`src/design/ssb_pkg.sv`:
```
package ssb_pkg;

  localparam int LANES = 4;
  localparam int LANE_W = 9;
  localparam int DATA_W = LANES * LANE_W;
  localparam int EXTRA_BIT = 8;
  localparam int ADDR_W = 4;
  localparam int DEPTH = 16;

  // Register port map and field positions.
  localparam logic [3:0] REG_CTRL = 4'h0;
  localparam logic [3:0] REG_STATUS = 4'h4;
  localparam int CTRL_WIDE_BIT = 0;
  localparam logic CTRL_WIDE_RST = 1'b0;
  localparam int STAT_LSB_POS = 0;
  localparam int STAT_WRITE_BIT = 2;
  localparam int STAT_ACTIVE_BIT = 3;
  localparam int STAT_ORDER_BIT = 4;
  localparam int STAT_WIDE_BIT = 5;

  typedef logic [DATA_W-1:0] ssb_word_t;
  typedef logic [ADDR_W-1:0] ssb_addr_t;

  // Synchronous pins from the memory controller.
  typedef struct packed {
    logic clock_enable_n;
    logic advance_or_load_n;
    logic chip_select_n;
    logic read_write_n;
    logic [LANES-1:0] lane_write_enable_n;
    logic burst_order_select;
    ssb_addr_t address;
    ssb_word_t data;
  } ssb_pins_s;

  // Sync stages reset to a stalled, deselected pin set so no false cycle follows reset.
  localparam ssb_pins_s PINS_IDLE = '{clock_enable_n: 1'b1, advance_or_load_n: 1'b1,
    chip_select_n: 1'b1, read_write_n: 1'b1, lane_write_enable_n: '1,
    burst_order_select: 1'b1, address: '0, data: '0};

  // Burst engine state, frozen by the clock enable.
  typedef struct packed {
    logic active;
    logic is_write;
    ssb_addr_t base;
    logic [1:0] start;
    logic [1:0] count;
    logic wr_pend;
    ssb_addr_t wr_addr;
    logic [LANES-1:0] wr_lanes_n;
    logic out_en;
    ssb_word_t dout;
    logic [DEPTH-1:0][DATA_W-1:0] mem;
  } ssb_core_s;

  typedef struct packed {
    ssb_pins_s pin_meta;
    ssb_pins_s pin_sync;
    ssb_core_s core;
    logic wide;
    logic [31:0] rdata;
  } ssb_state_s;

endpackage
```
`src/design/ssb_ctrl.sv`:
```
// Local design decisions: the address map and the strobed register port.
`timescale 1ns/100ps
module ssb_ctrl (
  // Clock and reset.
  input wire logic clk,
  input wire logic nrst,
  // Memory controller pins.
  input wire ssb_pkg::ssb_pins_s pins,
  output logic [ssb_pkg::DATA_W-1:0] data_out,
  output logic data_oe,
  // Register port.
  input wire logic [3:0] reg_addr,
  input wire logic [31:0] reg_wdata,
  input wire logic reg_wr,
  input wire logic reg_rd,
  output logic [31:0] reg_rdata
);
  import ssb_pkg::*;

  ssb_state_s st_q;
  ssb_state_s st_d;
  logic [1:0] rst_sync_q;
  logic rst_n;
  logic run;
  logic load;
  ssb_pins_s s;

  ////////////////////////////////////////////////////////////////////////////
  // Burst address step for either order.
  function automatic logic [1:0] burst_lsb(input logic interleave, input logic [1:0] start,
                                           input logic [1:0] count);
    if (interleave) begin
      burst_lsb = start ^ count;
    end else begin
      burst_lsb = start + count;
    end
  endfunction

  function automatic ssb_addr_t burst_addr(input ssb_core_s c, input logic interleave);
    burst_addr = {c.base[ADDR_W-1:2], burst_lsb(interleave, c.start, c.count)};
  endfunction

  assign rst_n = rst_sync_q[1];
  assign s = st_q.pin_sync;
  assign run = ~s.clock_enable_n;
  assign load = ~s.advance_or_load_n;

  ////////////////////////////////////////////////////////////////////////////
  // Next state.
  always_comb begin
    ssb_core_s c;
    ssb_addr_t na;
    c = st_q.core;
    na = '0;
    st_d = st_q;
    st_d.pin_meta = pins;
    st_d.pin_sync = st_q.pin_meta;
    // Freeze the whole burst engine while the clock enable is inactive.
    if (run) begin
      // Complete the write whose lanes were taken with the address.
      if (c.wr_pend) begin
        for (int i = 0; i < LANES; i++) begin
          if (!c.wr_lanes_n[i]) begin
            c.mem[c.wr_addr][i*LANE_W +: LANE_W] = s.data[i*LANE_W +: LANE_W];
            if (!st_q.wide) begin
              c.mem[c.wr_addr][i*LANE_W + EXTRA_BIT] = 1'b0;
            end
          end
        end
      end
      if (load) begin
        c.active = ~s.chip_select_n;
        c.is_write = ~s.read_write_n;
        c.base = s.address;
        c.start = s.address[1:0];
        c.count = 2'h0;
      end else begin
        c.count = c.count + 2'h1;
      end
      na = burst_addr(c, s.burst_order_select);
      c.wr_pend = c.active & c.is_write;
      c.wr_addr = na;
      c.wr_lanes_n = s.lane_write_enable_n;
      c.out_en = c.active & ~c.is_write;
      if (c.active && !c.is_write) begin
        c.dout = c.mem[na];
      end
    end
    st_d.core = c;
    st_d.rdata = 32'h0;
    if (reg_wr && reg_addr == REG_CTRL) begin
      st_d.wide = reg_wdata[CTRL_WIDE_BIT];
    end
    if (reg_rd) begin
      case (reg_addr)
        REG_CTRL: st_d.rdata[CTRL_WIDE_BIT] = st_q.wide;
        REG_STATUS: begin
          st_d.rdata[STAT_LSB_POS +: 2] = burst_lsb(s.burst_order_select, st_q.core.start,
                                                    st_q.core.count);
          st_d.rdata[STAT_WRITE_BIT] = st_q.core.is_write;
          st_d.rdata[STAT_ACTIVE_BIT] = st_q.core.active;
          st_d.rdata[STAT_ORDER_BIT] = s.burst_order_select;
          st_d.rdata[STAT_WIDE_BIT] = st_q.wide;
        end
        default: st_d.rdata = 32'h0;
      endcase
    end
  end

  ////////////////////////////////////////////////////////////////////////////
  // Reset release and state register.
  always_ff @(posedge clk or negedge nrst) begin
    if (!nrst) begin
      rst_sync_q <= 2'h0;
    end else begin
      rst_sync_q <= {rst_sync_q[0], 1'b1};
    end
  end

  always_ff @(posedge clk or negedge rst_n) begin
    if (!rst_n) begin
      st_q.pin_meta <= PINS_IDLE;
      st_q.pin_sync <= PINS_IDLE;
      st_q.core <= '0;
      st_q.wide <= CTRL_WIDE_RST;
      st_q.rdata <= 32'h0;
    end else begin
      st_q.pin_meta <= st_d.pin_meta;
      st_q.pin_sync <= st_d.pin_sync;
      st_q.core <= st_d.core;
      st_q.wide <= st_d.wide;
      st_q.rdata <= st_d.rdata;
    end
  end

  ////////////////////////////////////////////////////////////////////////////
  // Outputs, extra bits masked when narrow.
  always_comb begin
    data_out = st_q.core.dout;
    for (int i = 0; i < LANES; i++) begin
      if (!st_q.wide) begin
        data_out[i*LANE_W + EXTRA_BIT] = 1'b0;
      end
    end
  end
  assign data_oe = st_q.core.out_en;
  assign reg_rdata = st_q.rdata;

  generate
    for (genvar g = 0; g < LANES; g++) begin : g_lane

    end
  endgenerate
endmodule

```
`config.mk`:
```
export PLATFORM = sky130hd
export DESIGN_NAME = ssb_ctrl
export DESIGN_NICKNAME = d
export VERILOG_FILES = /design/src/design/ssb_pkg.sv /design/src/design/ssb_ctrl.sv
export SDC_FILE = /design/constraint.sdc
export NUM_CORES = 2
export LEC_CHECK = 0
export ABC_AREA = 1
export BUFFER_PORTS_ARGS = -buffer_cell sky130_fd_sc_hd__buf_2
export CORE_MARGIN = 2
export CORE_UTILIZATION = 25
export DETAILED_ROUTE_END_ITERATION = 10
export GPL_ROUTABILITY_DRIVEN = 0
export SYNTH_ARGS = -nofsm -noshare
export SYNTH_HDL_FRONTEND = slang
export SYNTH_SLANG_ARGS = --single-unit
```
`constraint.sdc`:
```
create_clock -name clk -period 47.4 [get_ports clk]
set_input_delay 9.48 -clock clk [delete_from_list [all_inputs] [get_ports clk]]
set_output_delay 9.48 -clock clk [all_outputs]
set_load 0.01 [all_outputs]
```
Word-level counts from Yosys, hierarchy flattened

Index checks and enable logic that the tools add are counted.

Eq/ne operators: 1
$lt $le $gt $ge: 3
Multiplexer cells: 52
Reductions and logical operators: 6
Add/subtract/negate cells: 3
Bitwise logic cells: 16

Operators with widths:

| operator                                                          | number |
|---|---|
| two-way mux 576 bit                                               | 16 |
| AND 576 bit                                                       | 4 |
| bitwise mux 576 bit                                               | 4 |
| NOT 576 bit                                                       | 4 |
| demux 36 bit (select 4 bit)                                       | 8 |
| binary-select mux 36 bit (select 4 bit)                           | 1 |
| two-way mux 36 bit                                                | 3 |
| two-way mux 27 bit                                                | 2 |
| two-way mux 18 bit                                                | 2 |
| two-way mux 9 bit                                                 | 2 |
| two-way mux 8 bit                                                 | 2 |
| less-than comparator 4 x 5 -> 1 bit, second input constant        | 2 |
| two-way mux 2 bit                                                 | 5 |
| two-way mux 6 bit                                                 | 1 |
| two-way mux 5 bit                                                 | 1 |
| adder 2 bit                                                       | 2 |
| == test 4 x 3 -> 1 bit, second input constant                     | 1 |
| greater-or-equal comparator 4 x 1 -> 1 bit, second input constant | 1 |
| zero test 4 bit                                                   | 1 |
| two-way mux 1 bit                                                 | 4 |
| NOT 1 bit                                                         | 4 |
| bitwise XOR 2 bit                                                 | 2 |
| logical AND 1 bit                                                 | 3 |
| adder 2 x 1 -> 2 bit, second input constant                       | 1 |
| 4 further kinds                                                   | 5 |

Register bits after elaboration: 763
Output and inout bits: 69
Input port bits: 89

Logic depth before layout (Yosys ltp)

Word-level depth: 30
Depth in mapped cells: 19

Least setup slack after synthesis

OpenSTA, ideal clock, no wires.

Path kind: input -> register
Start point: in reg_addr[1]
End point: reg st_q (netlist bit reg_rdata[1])
Arrival time: 10,070 ps
Path slack: 37,253 ps
Buffers on the path: 0
Required time: 47,323 ps
Cell stages on the path: 4
Library setup time: 77 ps
Cells stage by stage: nor3_1 -> nand3_1 -> o21bai_1 -> a21oi_1

RTL lines:

| what            | line           | text |
|---|---|---|
| start, declared | ssb_ctrl.sv:12 | `input wire logic [3:0] reg_addr,` |
| end, declared   | ssb_ctrl.sv:20 | `ssb_state_s st_q;` |

Final worst setup path

Start point: reg st_q[32] in the netlist's numbering
End point: out data_out[8] in the netlist's numbering

Word-level cells in the longest chain between the ends: 1

RTL lines:

| what              | line            | text |
|---|---|---|
| two-way mux 1 bit | ssb_ctrl.sv:141 | `if (!st_q.wide) begin` |
| end, declared     | ssb_ctrl.sv:9   | `output logic [ssb_pkg::DATA_W-1:0] data_out,` |

Every way passes these cells.

==> metrics list <==
- Along the worst path, the maximum fanout reaches 10.
- Maximum clock skew at final layout: 47.9 ps
- Unrepaired setup endpoints after global routing: no
- Antenna fix cells: 0
* Hold violation count in the final report: 0
* P_leak: 20.3 nW
- Clock period minus worst slack: 11910 ps
- Number of enable flip-flop cells after synthesis: 0
- The synthesized netlist contains 28 unique library cells.
* Seq cells post-synth: 735
- After synthesis, the largest family of logic cells by area is simple AND/OR/NAND/NOR gates.
* Final worst-path cycle share: 25.1%
- Reg power frac: 39.0%
- For the pin with the worst max-slew slack, the measured transition is 1250 ps.
* Power per Cell Area: 47.7 nW/µm²
- Via count of the routed design: 38500
- The design draws 2.14 mW.
- Worst voltage drop across the vdd grid: 0.0296 mV
- Die W: 404 µm
- Detailed-router iteration count before antenna repair: 7
- After the flow finishes, the layout carries non-filler instances totaling 7408.
- The first global-routing pass estimated 213 mm of wire.
- After detailed routing, the number of remaining DRC violations is 0.
- Clock-pin transition on the worst setup and hold timing paths: 60 ps
* DPL Wire Length: 84.1 mm
- Antenna-violating nets left: 0
- Finish-stage setup viols: 0
* Path category of the worst min-delay check: flip-flop to flip-flop
* Buffers on Ports: 100
* Flop2flop setup slack: 42480 ps
- Derived from the worst setup path, the maximum achievable clock frequency is 0.0840 GHz.
* Startpoint class of the critical path: flip-flop
- The net count of the finished layout is 5357.
- Synthesis produced a netlist whose cell count is 5459.
* Number of top-level design ports: 158
* Internal power component: 1.38 mW
* Number of CTS-inserted buffers: 90
* Final number of max-transition violations: 0
- Using the TritonRoute via totals, the vias-per-cell ratio works out to 5.19.
- Area fraction in and, or, nand and nor cells after synthesis: 36.5%
- The initial antenna violation count came to 2.
* Share of synthesized cell area in full adder, half adder and majority cells: 0.0626%
- Share of post-route cells with drive strength above 1: 7.61%
- XOR/XNOR share of the synthesized area: 0.0219%
* Area fraction of the dominant cell type after synthesis: 44.9%
- After detailed routing, the total wire length is 138 mm.
- By area the synthesized netlist is led by sky130_fd_sc_hd__dfrtp_1 45%, sky130_fd_sc_hd__nand3_1 20%, sky130_fd_sc_hd__nand2_1 12%.
- Area growth from synthesis to layout: 12.0%
- The tool flagged a number of max-cap violations equal to 0.
- The average instance in the mapped netlist occupies 7.32 µm².
* Cell area after synthesis: 40000 µm²
* Placed cell count: 7246
- Leading register cell type out of synthesis: sky130_fd_sc_hd__dfrtp_1
- The flow ran to the end, and the final reports show no timing, DRC or antenna violations.
- Clock root buffer: sky130_fd_sc_hd__clkbuf_16
* Number of core rows: 146
- In this run, the number of DRC markers left after iteration 0 of detailed routing was 4774.
- In the synthesized netlist, mux cells make up 0% of the area.
* CTS H-tree lvls: 3
- After floorplanning, the core was sized to cover 159000 µm².
- Largest buffer count on any clock path: 3
- Measured against its own limit, the worst slew margin works out to 16.7%.
- Most instantiated cells after synthesis: 1615 x sky130_fd_sc_hd__nand3_1, 1305 x sky130_fd_sc_hd__nand2_1, 717 x sky130_fd_sc_hd__dfrtp_1, 342 x sky130_fd_sc_hd__inv_1, 315 x sky130_fd_sc_hd__nor2_1
* Compound-cell area share of the yosys netlist: 8.40%
* Global-route congestion overflow total: 0
- Overall global routing resource usage: 16.6%
- The die covers 163000 µm².
* Type of the setup path with the least slack: flip-flop to output port
* Routed length per placed instance: 18.7 µm
- Fraction of power consumed by combinational cells: 25.9%
* Sequential share of the synthesized area: 46.1%
- Counting flops with an async set or reset pin after synthesis yields a share of 100%.
* CTS Hold Buffers Added: 0
- Aggregate negative setup slack: 0 ps
* # resized after CTS: 0
- Endpoint required time on the critical path: 37920 ps
- Data arrival at the endpoint of the critical path: 2430 ps
- The die is 404 µm tall.
- Once the clock tree was built, the setup fixing pass inserted 0 buffers.
- For the worst-skew pair, the clock arrives at the later sink with an insertion delay of 710 ps.
- Once the floorplan was initialized, standard cells occupied 25.2% of the core.
- Switching pwr: 0.757 mW
* Most frequently used cell type in the post-synthesis netlist: sky130_fd_sc_hd__nand3_1
- Clk sinks: 735
* Crit path capture type: output port
* Hold Slack: 342 ps
- Entering global routing, the biggest net connects 280 pins.
- Clock share of power: 35.1%
- TritonCTS clock tree: built
* Via count of the first global-routing pass: 35100
- sky130_fd_sc_hd__dfrtp_1 takes more of the synthesized area than any other cell.
* Synth Warn #: 0
- In this run switching power makes up 35.4% of total power.
==> path summary, 6_finish.rpt <==
kind | startpoint | to | depth (start not counted)
hold / removal | st_d[669] | s[4] | 0
setup reg to reg | s[48] | st_q[550] | 6
min in group asynchronous | rst_sync_q[1] | st_q[496] | 0
hold reg to reg | st_d[669] | s[4] | 0
max in group asynchronous | nrst | rst_sync_q[1] | 1
setup / recovery | st_q[32] | data_out[8] | 3
==> layer usage <==
layer / share of wire (%) / wire length [µm] / vias up / track usage (%)
met4: 3.7 / 5120 / 2 / 6.89
met5: 0.0094 / 13 / - / 0
met3: 8.5 / 11700 / 264 / 2.47
met1: 44 / 61000 / 18600 / 23.8
met2: 44 / 60500 / 1721 / 24.8
li1: - / - / 17900 / -
==> power by group through the flow <==
stage / Sequential, mW / Clock (mW) / Combinational, mW
4_1_cts: 0.834 / 0.769 / 0.547
5_1_grt: 0.850 / 0.794 / 0.623
2_1_floorplan: 0.831 / 0 / 0.411
6_report: 0.834 / 0.751 / 0.553
3_3_place_gp: 0.839 / 0 / 0.533
3_5_place_dp: 0.844 / 0 / 0.545
==> kinds of logic (layout without fill, tap and decap cells) <==
logic type                 count (synthesis)  after routing
adders and majority gates                  2              2
other                                      2             27
and+or+nand+nor                         3298           3298
DFF                                      735            735
AOI/OAI and AO/OA                        598            598
xor gates and xnor gates                   1              1
buffers and inverters                    823            675
==> metrics by stage <==
step           worst slack, ps  util [%]  cell area (µm²)
2_1_floorplan            25430         -            40100
5_1_grt                  35230      28.2            44800
3_3_place_gp             35960      26.2            41600
4_1_cts                  35170      28.2            44800
6_report                 35490      28.2            44800
3_5_place_dp             35940      26.2            41600
==> cell type report <==
| class | count | area, µm² |
|---|---|---|
| fill | 17000 | 114000 |
| sequential | 735 | 18400 |
| multi-input combinational | 3926 | 18200 |
| tap | 2072 | 2590 |
| clock buffer | 121 | 2530 |
| inverter | 357 | 1360 |
| timing repair buffer | 156 | 958 |
| clock inverter | 41 | 659 |
==> registers in the layout (all words and copies together), names as in the netlist <==
register,flops
st_q,596
s,49
st_d,49
data_out,32
reg_rdata,6
rst_sync_q,2
data_oe,1
==> cells in the final DEF (no fill, tap or decap), types with 3 or more instances in the layout <==
master,count
sky130_fd_sc_hd__nand3_1,1615
sky130_fd_sc_hd__nand2_1,1304
sky130_fd_sc_hd__dfrtp_1,716
sky130_fd_sc_hd__inv_1,342
sky130_fd_sc_hd__o21ai_0,303
sky130_fd_sc_hd__nor2_1,303
sky130_fd_sc_hd__a31oi_1,289
sky130_fd_sc_hd__buf_2,100
sky130_fd_sc_hd__clkbuf_16,92
sky130_fd_sc_hd__buf_4,53
sky130_fd_sc_hd__nand2_2,43
sky130_fd_sc_hd__conb_1,27
sky130_fd_sc_hd__nor2_4,18
sky130_fd_sc_hd__clkbuf_1,17
sky130_fd_sc_hd__dfstp_2,17
sky130_fd_sc_hd__bufinv_16,13
sky130_fd_sc_hd__clkbuf_8,12
sky130_fd_sc_hd__clkinv_2,11
sky130_fd_sc_hd__inv_2,7
sky130_fd_sc_hd__nand3_2,6
sky130_fd_sc_hd__nor2_2,5
sky130_fd_sc_hd__clkinv_1,5
sky130_fd_sc_hd__clkinv_4,5
sky130_fd_sc_hd__clkinvlp_4,5
sky130_fd_sc_hd__clkinv_16,3
sky130_fd_sc_hd__inv_6,3
sky130_fd_sc_hd__buf_12,3
==> critical path, stage by stage, from the launching register on <==
cell and delay [ps]:
sky130_fd_sc_hd__dfrtp_1 1060, sky130_fd_sc_hd__nand2_1 390, sky130_fd_sc_hd__inv_1 130, sky130_fd_sc_hd__buf_2 140
Note: power is estimated with default switching activity, not from simulation.
